File: config.mk
export PLATFORM = sky130hd
export DESIGN_NAME = scsf_flags
export DESIGN_NICKNAME = d
export VERILOG_FILES = /design/src/hw/scsf_pkg.sv /design/src/hw/scsf_flags.sv
export SDC_FILE = /design/constraint.sdc
export NUM_CORES = 1
export LEC_CHECK = 0
export BUFFER_PORTS_ARGS = -buffer_cell sky130_fd_sc_hd__buf_2
export CAP_MARGIN = 5
export CORE_UTILIZATION = 53
export CTS_CLUSTER_DIAMETER = 150
export DETAILED_ROUTE_END_ITERATION = 6
export GPL_TIMING_DRIVEN = 0
export HOLD_SLACK_MARGIN = 0.05
export PLACE_DENSITY = 0.79
export SYNTH_ARGS = -nofsm -noshare
export SYNTH_HDL_FRONTEND = slang
export SYNTH_SLANG_ARGS = --single-unit
File: constraint.sdc
create_clock -name clk_i -period 3.51 [get_ports clk_i]
set_clock_uncertainty 0.1 [all_clocks]
set_input_delay 0.702 -clock clk_i [delete_from_list [all_inputs] [get_ports clk_i]]
set_output_delay 0.702 -clock clk_i [all_outputs]
set_load 0.03 [all_outputs]
File: src/hw/scsf_pkg.sv
// package: constants, carriers and state of the smart-card status flag block
package scsf_pkg;
  localparam int          CLK_MHZ       = 50;
  localparam int          BIT_RATE_BPS  = 9600;
  localparam int          ETU_NS        = 1000000000 / BIT_RATE_BPS;
  localparam int          HALF_ETU_CYC  = (ETU_NS * CLK_MHZ) / 2000;
  localparam int          DIV_W         = 16;
  // timer targets in half-etu steps
  localparam logic [4:0]  GUARD_SLOW_H  = 5'h05;
  localparam logic [4:0]  GUARD_FAST_H  = 5'h02;
  localparam logic [4:0]  RETRY_H       = 5'h04;
  localparam logic [4:0]  ERR_AT_H      = 5'h15;
  localparam logic [4:0]  ERR_END_H     = 5'h17;
  // register byte addresses
  localparam logic [3:0]  ADR_STATUS    = 4'h0;
  localparam logic [3:0]  ADR_CONTROL   = 4'h4;
  localparam logic [3:0]  ADR_IRQ_STS   = 4'h8;
  localparam logic [3:0]  ADR_IRQ_MASK  = 4'hc;
  // serial_status bit positions
  localparam int          B_TXEMPTY     = 7;
  localparam int          B_RXFULL      = 6;
  localparam int          B_OVERRUN     = 5;
  localparam int          B_BIT4        = 4;
  localparam int          B_PARITY      = 3;
  localparam int          B_TXEND       = 2;
  localparam int          B_MP_IN       = 1;
  localparam int          B_MP_OUT      = 0;
  localparam logic [7:0]  STATUS_RST    = 8'h84;
  localparam logic [7:0]  W0C_MASK      = 8'hf8;
  // control bit positions
  localparam int          C_TXEN        = 0;
  localparam int          C_CARD        = 1;
  localparam int          C_TSEL        = 2;
  // irq bit positions
  localparam int          I_ERRSIG      = 0;
  localparam int          I_TXEND       = 1;
  localparam int          I_RXERR       = 2;

  typedef enum logic [1:0] {
    TX_IDLE  = 2'b00,
    TX_GUARD = 2'b01,
    TX_RETRY = 2'b11
  } scsf_tx_t;

  typedef struct packed {
    logic        cyc;
    logic        stb;
    logic        we;
    logic [3:0]  adr;
    logic [3:0]  sel;
    logic [31:0] dat;
  } scsf_wb_req_t;

  typedef struct packed {
    logic txempty_set;
    logic rxfull_set;
    logic overrun_set;
    logic parity_set;
    logic fer_set;
    logic char_done;
    logic err_sample;
    logic rx_start;
    logic rx_bad;
    logic mp_in;
  } scsf_evt_t;

  typedef struct packed {
    logic             ack;
    logic [31:0]      rdat;
    logic [7:0]       sts;
    logic [7:0]       arm;
    logic [2:0]       ctl;
    logic [2:0]       irqs;
    logic [2:0]       irqm;
    scsf_tx_t         tx;
    logic [DIV_W-1:0] tdiv;
    logic [4:0]       thalf;
    logic             resend;
    logic [DIV_W-1:0] rdiv;
    logic [4:0]       rhalf;
    logic             rbusy;
    logic             rbad;
    logic             oe;
  } scsf_state_t;
endpackage

File: src/hw/scsf_flags.sv
// smart-card status flags: error-signal flag, transmit-end timing, wishbone regs
//
// The Wishbone slave port and the register addresses were left to the implementer.
`timescale 1ns/1ns
// Contract
// - bit 4 is error-signal flag in card mode
// - low sample in error window sets flag
// - clear error flag by read one, write zero
// - reset or standby: error 0, end flag 1
// - clearing transmit enable keeps error flag
// - no framing error in card mode
// - end flag clears on empty-flag clear
// - end flag sets while tx disabled, no error
// - timing select 0: transmit_end_flag 2.5 etu
// - timing select 1: transmit_end_flag 1.0 etu
// - written ones to flags are ignored
// - all timing counted in etu
// - parity-bad receiver drives line low
// - resend at least 2 etu after error
// - card behaviour only with card mode on
module scsf_flags #(
  parameter logic [15:0] HALF_ETU_CYCLES = 16'(scsf_pkg::HALF_ETU_CYC)
) (
  input  wire logic                   clk_i,
  input  wire logic                   rst_i,
  input  wire scsf_pkg::scsf_wb_req_t wb_i,
  output logic [31:0]                 wb_dat_o,
  output logic                        wb_ack_o,
  input  wire logic                   standby_i,
  input  wire scsf_pkg::scsf_evt_t    evt_i,
  input  wire logic                   line_i,
  output logic                        line_o,
  output logic                        line_oe_o,
  output logic                        resend_o,
  output logic                        tx_enable_o,
  output logic                        card_mode_o,
  output logic                        timing_sel_o,
  output logic                        mp_out_o,
  output logic                        irq_o
);
  import scsf_pkg::*;

  scsf_state_t q;
  scsf_state_t next_q;
  logic        stb;
  logic        wr;
  logic        rd_cap;
  logic        errsig_set;
  logic        tx_start;
  logic        guard_done;
  logic        ttick;
  logic        rtick;
  logic [7:0]  setv;
  logic [7:0]  sclr;
  logic [2:0]  iev;
  logic [4:0]  gtarget;

  function automatic logic div_tick(input logic [DIV_W-1:0] cnt);
    return cnt == HALF_ETU_CYCLES - 16'h0001;
  endfunction

  function automatic logic [DIV_W-1:0] div_next(input logic [DIV_W-1:0] cnt);
    return div_tick(cnt) ? '0 : DIV_W'(cnt + 16'h0001);
  endfunction

  function automatic logic [31:0] rd_mux(input logic [3:0] adr, input scsf_state_t s);
    if (adr == ADR_STATUS) begin
      return {24'h00_0000, s.sts};
    end else if (adr == ADR_CONTROL) begin
      return {29'h0000_0000, s.ctl};
    end else if (adr == ADR_IRQ_STS) begin
      return {29'h0000_0000, s.irqs};
    end else if (adr == ADR_IRQ_MASK) begin
      return {29'h0000_0000, s.irqm};
    end else begin
      return 32'h0000_0000;
    end
  endfunction

  always_comb begin
    next_q     = q;
    next_q.resend = 1'b0;
    stb        = wb_i.cyc & wb_i.stb;
    next_q.ack = stb & ~q.ack;
    wr         = stb & q.ack & wb_i.we;
    rd_cap     = stb & ~q.ack & ~wb_i.we;
    tx_start   = 1'b0;
    guard_done = 1'b0;
    setv       = 8'h00;
    sclr       = 8'h00;
    iev        = 3'h0;
    // read data is latched with the ack so it stays put while ack is high
    if (rd_cap) begin
      next_q.rdat = rd_mux(wb_i.adr, q);
    end
    // only bits seen as one on this read may be cleared later
    if (rd_cap && wb_i.adr == ADR_STATUS) begin
      next_q.arm = q.sts;
    end

    errsig_set = q.ctl[C_CARD] & evt_i.err_sample & ~line_i;
    setv[B_TXEMPTY] = evt_i.txempty_set;
    setv[B_RXFULL]  = evt_i.rxfull_set;
    setv[B_OVERRUN] = evt_i.overrun_set;
    setv[B_PARITY]  = evt_i.parity_set;
    // bit 4 is the error-signal flag in card mode, framing error otherwise
    setv[B_BIT4] = q.ctl[C_CARD] ? errsig_set : evt_i.fer_set;

    if (wr && wb_i.adr == ADR_STATUS && wb_i.sel[0]) begin
      // a written one clears nothing
      sclr = q.arm & ~wb_i.dat[7:0] & W0C_MASK;
      next_q.arm = 8'h00;
      next_q.sts[B_MP_OUT] = wb_i.dat[B_MP_OUT];
    end
    // set wins over a clear in the same cycle
    next_q.sts[7:3] = (q.sts[7:3] & ~sclr[7:3]) | setv[7:3];
    next_q.sts[B_MP_IN] = evt_i.mp_in;

    // tx guard and retry timers count half-etu ticks from their own start
    ttick = div_tick(q.tdiv);
    gtarget = q.ctl[C_TSEL] ? GUARD_FAST_H : GUARD_SLOW_H;
    if (q.tx != TX_IDLE) begin
      next_q.tdiv = div_next(q.tdiv);
      if (ttick) begin
        next_q.thalf = q.thalf + 5'h01;
      end
    end
    case (q.tx)
      TX_GUARD: begin
        if (ttick && q.thalf + 5'h01 == gtarget) begin
          guard_done = 1'b1;
          next_q.tx = TX_IDLE;
        end
      end
      TX_RETRY: begin
        if (ttick && q.thalf + 5'h01 == RETRY_H) begin
          next_q.resend = 1'b1;
          next_q.tx = TX_IDLE;
        end
      end
      default: begin
      end
    endcase
    if (errsig_set) begin
      tx_start = 1'b1;
      next_q.tx = TX_RETRY;
    end else if (evt_i.char_done && q.ctl[C_CARD]) begin
      tx_start = 1'b1;
      next_q.tx = TX_GUARD;
    end
    if (tx_start) begin
      next_q.tdiv = '0;
      next_q.thalf = 5'h00;
    end

    // transmit end: cleared with the buffer-empty flag, sets below take priority
    if (sclr[B_TXEMPTY]) begin
      next_q.sts[B_TXEND] = 1'b0;
    end
    if (guard_done && q.sts[B_TXEMPTY] && !q.sts[B_BIT4]) begin
      next_q.sts[B_TXEND] = 1'b1;
    end
    if (!q.ctl[C_CARD] && evt_i.char_done && q.sts[B_TXEMPTY]) begin
      next_q.sts[B_TXEND] = 1'b1;
    end
    if (!q.ctl[C_TXEN] && !q.sts[B_BIT4]) begin
      next_q.sts[B_TXEND] = 1'b1;
    end

    // receive side error signal, window timed from the start edge
    rtick = div_tick(q.rdiv);
    if (q.rbusy) begin
      next_q.rdiv = div_next(q.rdiv);
      if (rtick) begin
        next_q.rhalf = q.rhalf + 5'h01;
        if (q.rhalf + 5'h01 == ERR_END_H) begin
          next_q.rbusy = 1'b0;
        end
      end
    end
    if (evt_i.rx_bad) begin
      next_q.rbad = 1'b1;
    end
    if (evt_i.rx_start) begin
      next_q.rbusy = 1'b1;
      next_q.rbad = 1'b0;
      next_q.rdiv = '0;
      next_q.rhalf = 5'h00;
    end
    next_q.oe = next_q.rbusy & next_q.rbad & q.ctl[C_CARD] &
                (next_q.rhalf >= ERR_AT_H) & (next_q.rhalf < ERR_END_H);

    if (wr && wb_i.adr == ADR_CONTROL && wb_i.sel[0]) begin
      // dropping transmit enable leaves bit 4 alone
      next_q.ctl = wb_i.dat[2:0];
    end
    if (wr && wb_i.adr == ADR_IRQ_MASK && wb_i.sel[0]) begin
      next_q.irqm = wb_i.dat[2:0];
    end
    iev[I_ERRSIG] = errsig_set;
    iev[I_TXEND]  = ~q.sts[B_TXEND] & next_q.sts[B_TXEND];
    iev[I_RXERR] = next_q.oe & ~q.oe;
    next_q.irqs = q.irqs | iev;
    if (wr && wb_i.adr == ADR_IRQ_STS && wb_i.sel[0]) begin
      next_q.irqs = (q.irqs & ~wb_i.dat[2:0]) | iev;
    end

    // standby acts on status bits 7:2 and the timers like a chip reset
    if (standby_i) begin
      next_q.sts[7:2] = STATUS_RST[7:2];
      next_q.arm = 8'h00;
      next_q.tx = TX_IDLE;
      next_q.rbusy = 1'b0;
      next_q.oe = 1'b0;
    end
  end

  always_ff @(posedge clk_i) begin
    if (rst_i) begin
      q <= '0;
      q.sts <= STATUS_RST;
    end else begin
      q <= next_q;
    end
  end

  assign wb_dat_o     = q.rdat;
  assign wb_ack_o     = q.ack;
  assign line_o       = 1'b0;
  assign line_oe_o    = q.oe;
  assign resend_o     = q.resend;
  assign tx_enable_o  = q.ctl[C_TXEN];
  assign card_mode_o  = q.ctl[C_CARD];
  assign timing_sel_o = q.ctl[C_TSEL];
  assign mp_out_o     = q.sts[B_MP_OUT];
  assign irq_o        = |(q.irqs & q.irqm);

  // cycles since the last tx timer start, read only by the checks below
  logic [19:0] el;
  always_ff @(posedge clk_i) begin
    if (rst_i) begin
      el <= 20'h0_0000;
    end else if (tx_start) begin
      el <= 20'h0_0001;
    end else if (el != 20'hf_ffff) begin
      el <= el + 20'h0_0001;
    end
  end

  logic st_wr;
  assign st_wr = wr && wb_i.adr == ADR_STATUS && wb_i.sel[0];
endmodule // scsf_flags

==> impl_metrics.env <==
export IMPL_drt_vias_per_instance=5.27
export IMPL_yosys_warnings=0
export IMPL_grt_antenna_before_repair=0
export IMPL_clkLatencyLatePin_ns=0.36
export IMPL_place_gp_congestion=0.850
export IMPL_finalHoldViolCount=0
export IMPL_core_area_um2=7250
export IMPL_endpoint_kind="flop"
export IMPL_final_area_um2=4600
export IMPL_setup_viol=0
export IMPL_cts_max_path_buffers=2
export IMPL_preCtsSetupSlack_ns=0.595
export IMPL_holdPathEnd="wb_dat_o[7]$_SDFFE_PP0P_"
export IMPL_tightest_slew_ns=1.01
export IMPL_fin_crit_ns=2.90
export IMPL_synth_seq_cells=79
export IMPL_fp_dieW_um=88.5
export IMPL_grt_pass1_vias=3135
export IMPL_min_from="wb_dat_o[7]$_SDFFE_PP0P_"
export IMPL_power_density_nw_per_um2=377
export IMPL_rsz0062_at_grt="false"
export IMPL_rrSetupSlack_ns=0.61
export IMPL_grt_pass1_wl_mm=13.5
export IMPL_netlist_instances=475
export IMPL_p_total_uw=1730
export IMPL_clock_root_buffer="clkbuf_8"
export IMPL_cap_violations=0
export IMPL_setup_slack_ns=0.607
export IMPL_synth_edf_count=0
export IMPL_criticalPathCategory="flop to flop"
export IMPL_drt_total_wl_mm=8.35
export IMPL_drtPass1Iterations=4
export IMPL_ys_async_sr_fraction_pct=0
export IMPL_die_h_um=88.5
export IMPL_cts_tree="yes"
export IMPL_status="finished, final reports clean"
export IMPL_netlist_area_um2=3960
export IMPL_grtUsageTotal_pct=22.5
export IMPL_h_tree_depth=3
export IMPL_synth_cell_types=49
export IMPL_post_route_period_util_pct=82.7
export IMPL_initial_utilization_pct=54.6
export IMPL_clkTransAtPathRegs_ns=0.08
export IMPL_grt_overflow_total=0
export IMPL_critPathLaunchType="flop"
export IMPL_rows=31
export IMPL_drtIter0Drc=133
export IMPL_finalNetCount=617
export IMPL_critPathArrivalTime_ns=3.03
export IMPL_finalMaxSlewViolations=0
export IMPL_ant_nets=0
export IMPL_synth_seq_area_share_pct=39.9
export IMPL_cts_hold_buf=0
export IMPL_fin_util_pct=63.4
export IMPL_crit_fanout=7
export IMPL_fin_tns_setup_ns=0
export IMPL_reg2reg_depth=6
export IMPL_io_buffers=44
export IMPL_dp_hpwl_mm=6.16
export IMPL_syn_avg_cell_area_um2=8.34
export IMPL_r2r_start="q[8]$_SDFFE_PP0P_"
export IMPL_antennaDiodeCount=0
export IMPL_cts_repair_resized=0
export IMPL_ir_worst_vdd_mv=0.330
export IMPL_io_pins=98
export IMPL_die_area_um2=7830
export IMPL_synth_ff_type="dfxtp_1"
export IMPL_slew_headroom_pct=32.0
export IMPL_area_growth_pct=16.1
export IMPL_vias=3469
export IMPL_p_leak_uw=0.00181
export IMPL_drc=0
export IMPL_wire_per_inst_um=12.7
export IMPL_hold_depth=2
export IMPL_place_area_um2=4400
export IMPL_worst_endpoint_required_ns=3.64
export IMPL_min_path_type="flop to flop"
export IMPL_fmax_ghz=0.344
export IMPL_numCtsBuffers=9
export IMPL_cts_setup_buffers=0
export IMPL_grt_max_degree=15
export IMPL_r2r_end="q[53]$_SDFF_PP0_"
export IMPL_layout_drive_gt1_share_pct=19.1
export IMPL_cts_sinks=79
## state kept, by name, summed over array words and instances, names as in the netlist
name          count
card_mode_o       1
line_oe_o         1
mp_out_o          1
q                64
resend_o          1
timing_sel_o      1
tx_enable_o       1
wb_ack_o          1
wb_dat_o          8
## synth_stat cells, drive strengths merged, types with 4 or more instances
cell    number  area share, %
a21oi       28            3.5
o21ai       14            1.8
and4         4           0.88
nand2       49            4.6
nand3       32            4.0
buf         36            6.6
xor2        25            5.5
nor4bb       4            1.0
or3          6           0.95
nor2        62            5.9
mux2         4            1.1
nor3         8            1.0
nand4        9            1.4
inv         11            1.0
clkbuf      11            1.0
xnor2       13            2.9
nand2b      11            1.7
mux2i        6            1.5
dfxtp       79             40
a211o        4           0.88
ha           6            1.9
nor3b        4           0.76
nor4         8            1.6
## report_power, final
| group | switching [µW] | internal [µW] | total (µW) | leakage (µW) |
|---|---|---|---|---|
| combinational | 86.8 | 47.5 | 134 | 0.00107 |
| clock | 344 | 350 | 694 | 0.0000989 |
| sequential | 4.12 | 902 | 906 | 0.000638 |
## routing by layer
metal	wire length, µm	part of all wire, %	up-vias	track usage, %
met4	220	2.6	0	11.6
li1	-	-	1749	-
met3	481	5.8	22	7.37
met1	3620	43	1607	25.4
met2	4020	48	91	37.8
met5	0	0	-	0
## cell families (layout without fill, tap and decap cells)
| kind of cell | count (synthesis) | count (layout) | synth area share [%] |
|---|---|---|---|
| mux | 10 | 10 | 2.65 |
| flops | 79 | 79 | 39.9 |
| other cells | 1 | 25 | 0.0946 |
| simple gates | 218 | 218 | 28.3 |
| buf+inv | 58 | 118 | 8.71 |
| xor+xnor | 38 | 38 | 8.40 |
| fa+ha+maj | 6 | 6 | 1.89 |
| compound gates | 65 | 65 | 10.0 |
## how the worst max path moves through the flow
stage                      startpoint                   end  depth (start not counted)
floorplan           q[8]$_SDFFE_PP0P_  line_oe_o$_SDFF_PP0_                          7
global placement    q[8]$_SDFFE_PP0P_      q[53]$_SDFF_PP0_                          6
detailed placement           wb_i[37]      q[72]$_SDFF_PP1_                          5
CTS                 q[8]$_SDFFE_PP0P_      q[53]$_SDFF_PP0_                          6
global route        q[8]$_SDFFE_PP0P_      q[53]$_SDFF_PP0_                          6
finish              q[8]$_SDFFE_PP0P_      q[53]$_SDFF_PP0_                          6
## cells in the final DEF (no fill, tap or decap), types with 13 or more instances in the layout
| cell | n |
|---|---|
| a21oi_1 | 28 |
| nor2_1 | 62 |
| nand3_1 | 32 |
| nand2_1 | 49 |
| o21ai_0 | 14 |
| xnor2_1 | 13 |
| xor2_1 | 25 |
| buf_4 | 33 |
| conb_1 | 25 |
| buf_2 | 47 |
| dfxtp_1 | 79 |
## area by class of cell
cell class | instances | area [µm²]
Buffer | 47 | 304
Multi-Input combinational cell | 362 | 2130
Tap cell | 99 | 124
Fill cell | 630 | 2650
Clock inverter | 6 | 67.6
Timing Repair Buffer | 44 | 220
Sequential cell | 79 | 1580
Clock buffer | 10 | 138
Inverter | 11 | 41.3
## worst max-delay path, cell delays in order (launching register included)
cell	delay [ns]
dfxtp_1	0.39
ha_1	0.25
or4bb_1	0.54
nor4_1	0.88
nor3_1	0.14
nor3_1	0.36
o31ai_1	0.13
## per-stage QoR
stage | cells | hold WS (ns)
global placement | 642 | 0.343
floorplan | 499 | 0.332
detailed placement | 642 | 0.343
finish | 658 | 0.355
global route | 658 | 0.374
CTS | 658 | 0.355
Note: power is estimated with default switching activity, not from simulation.
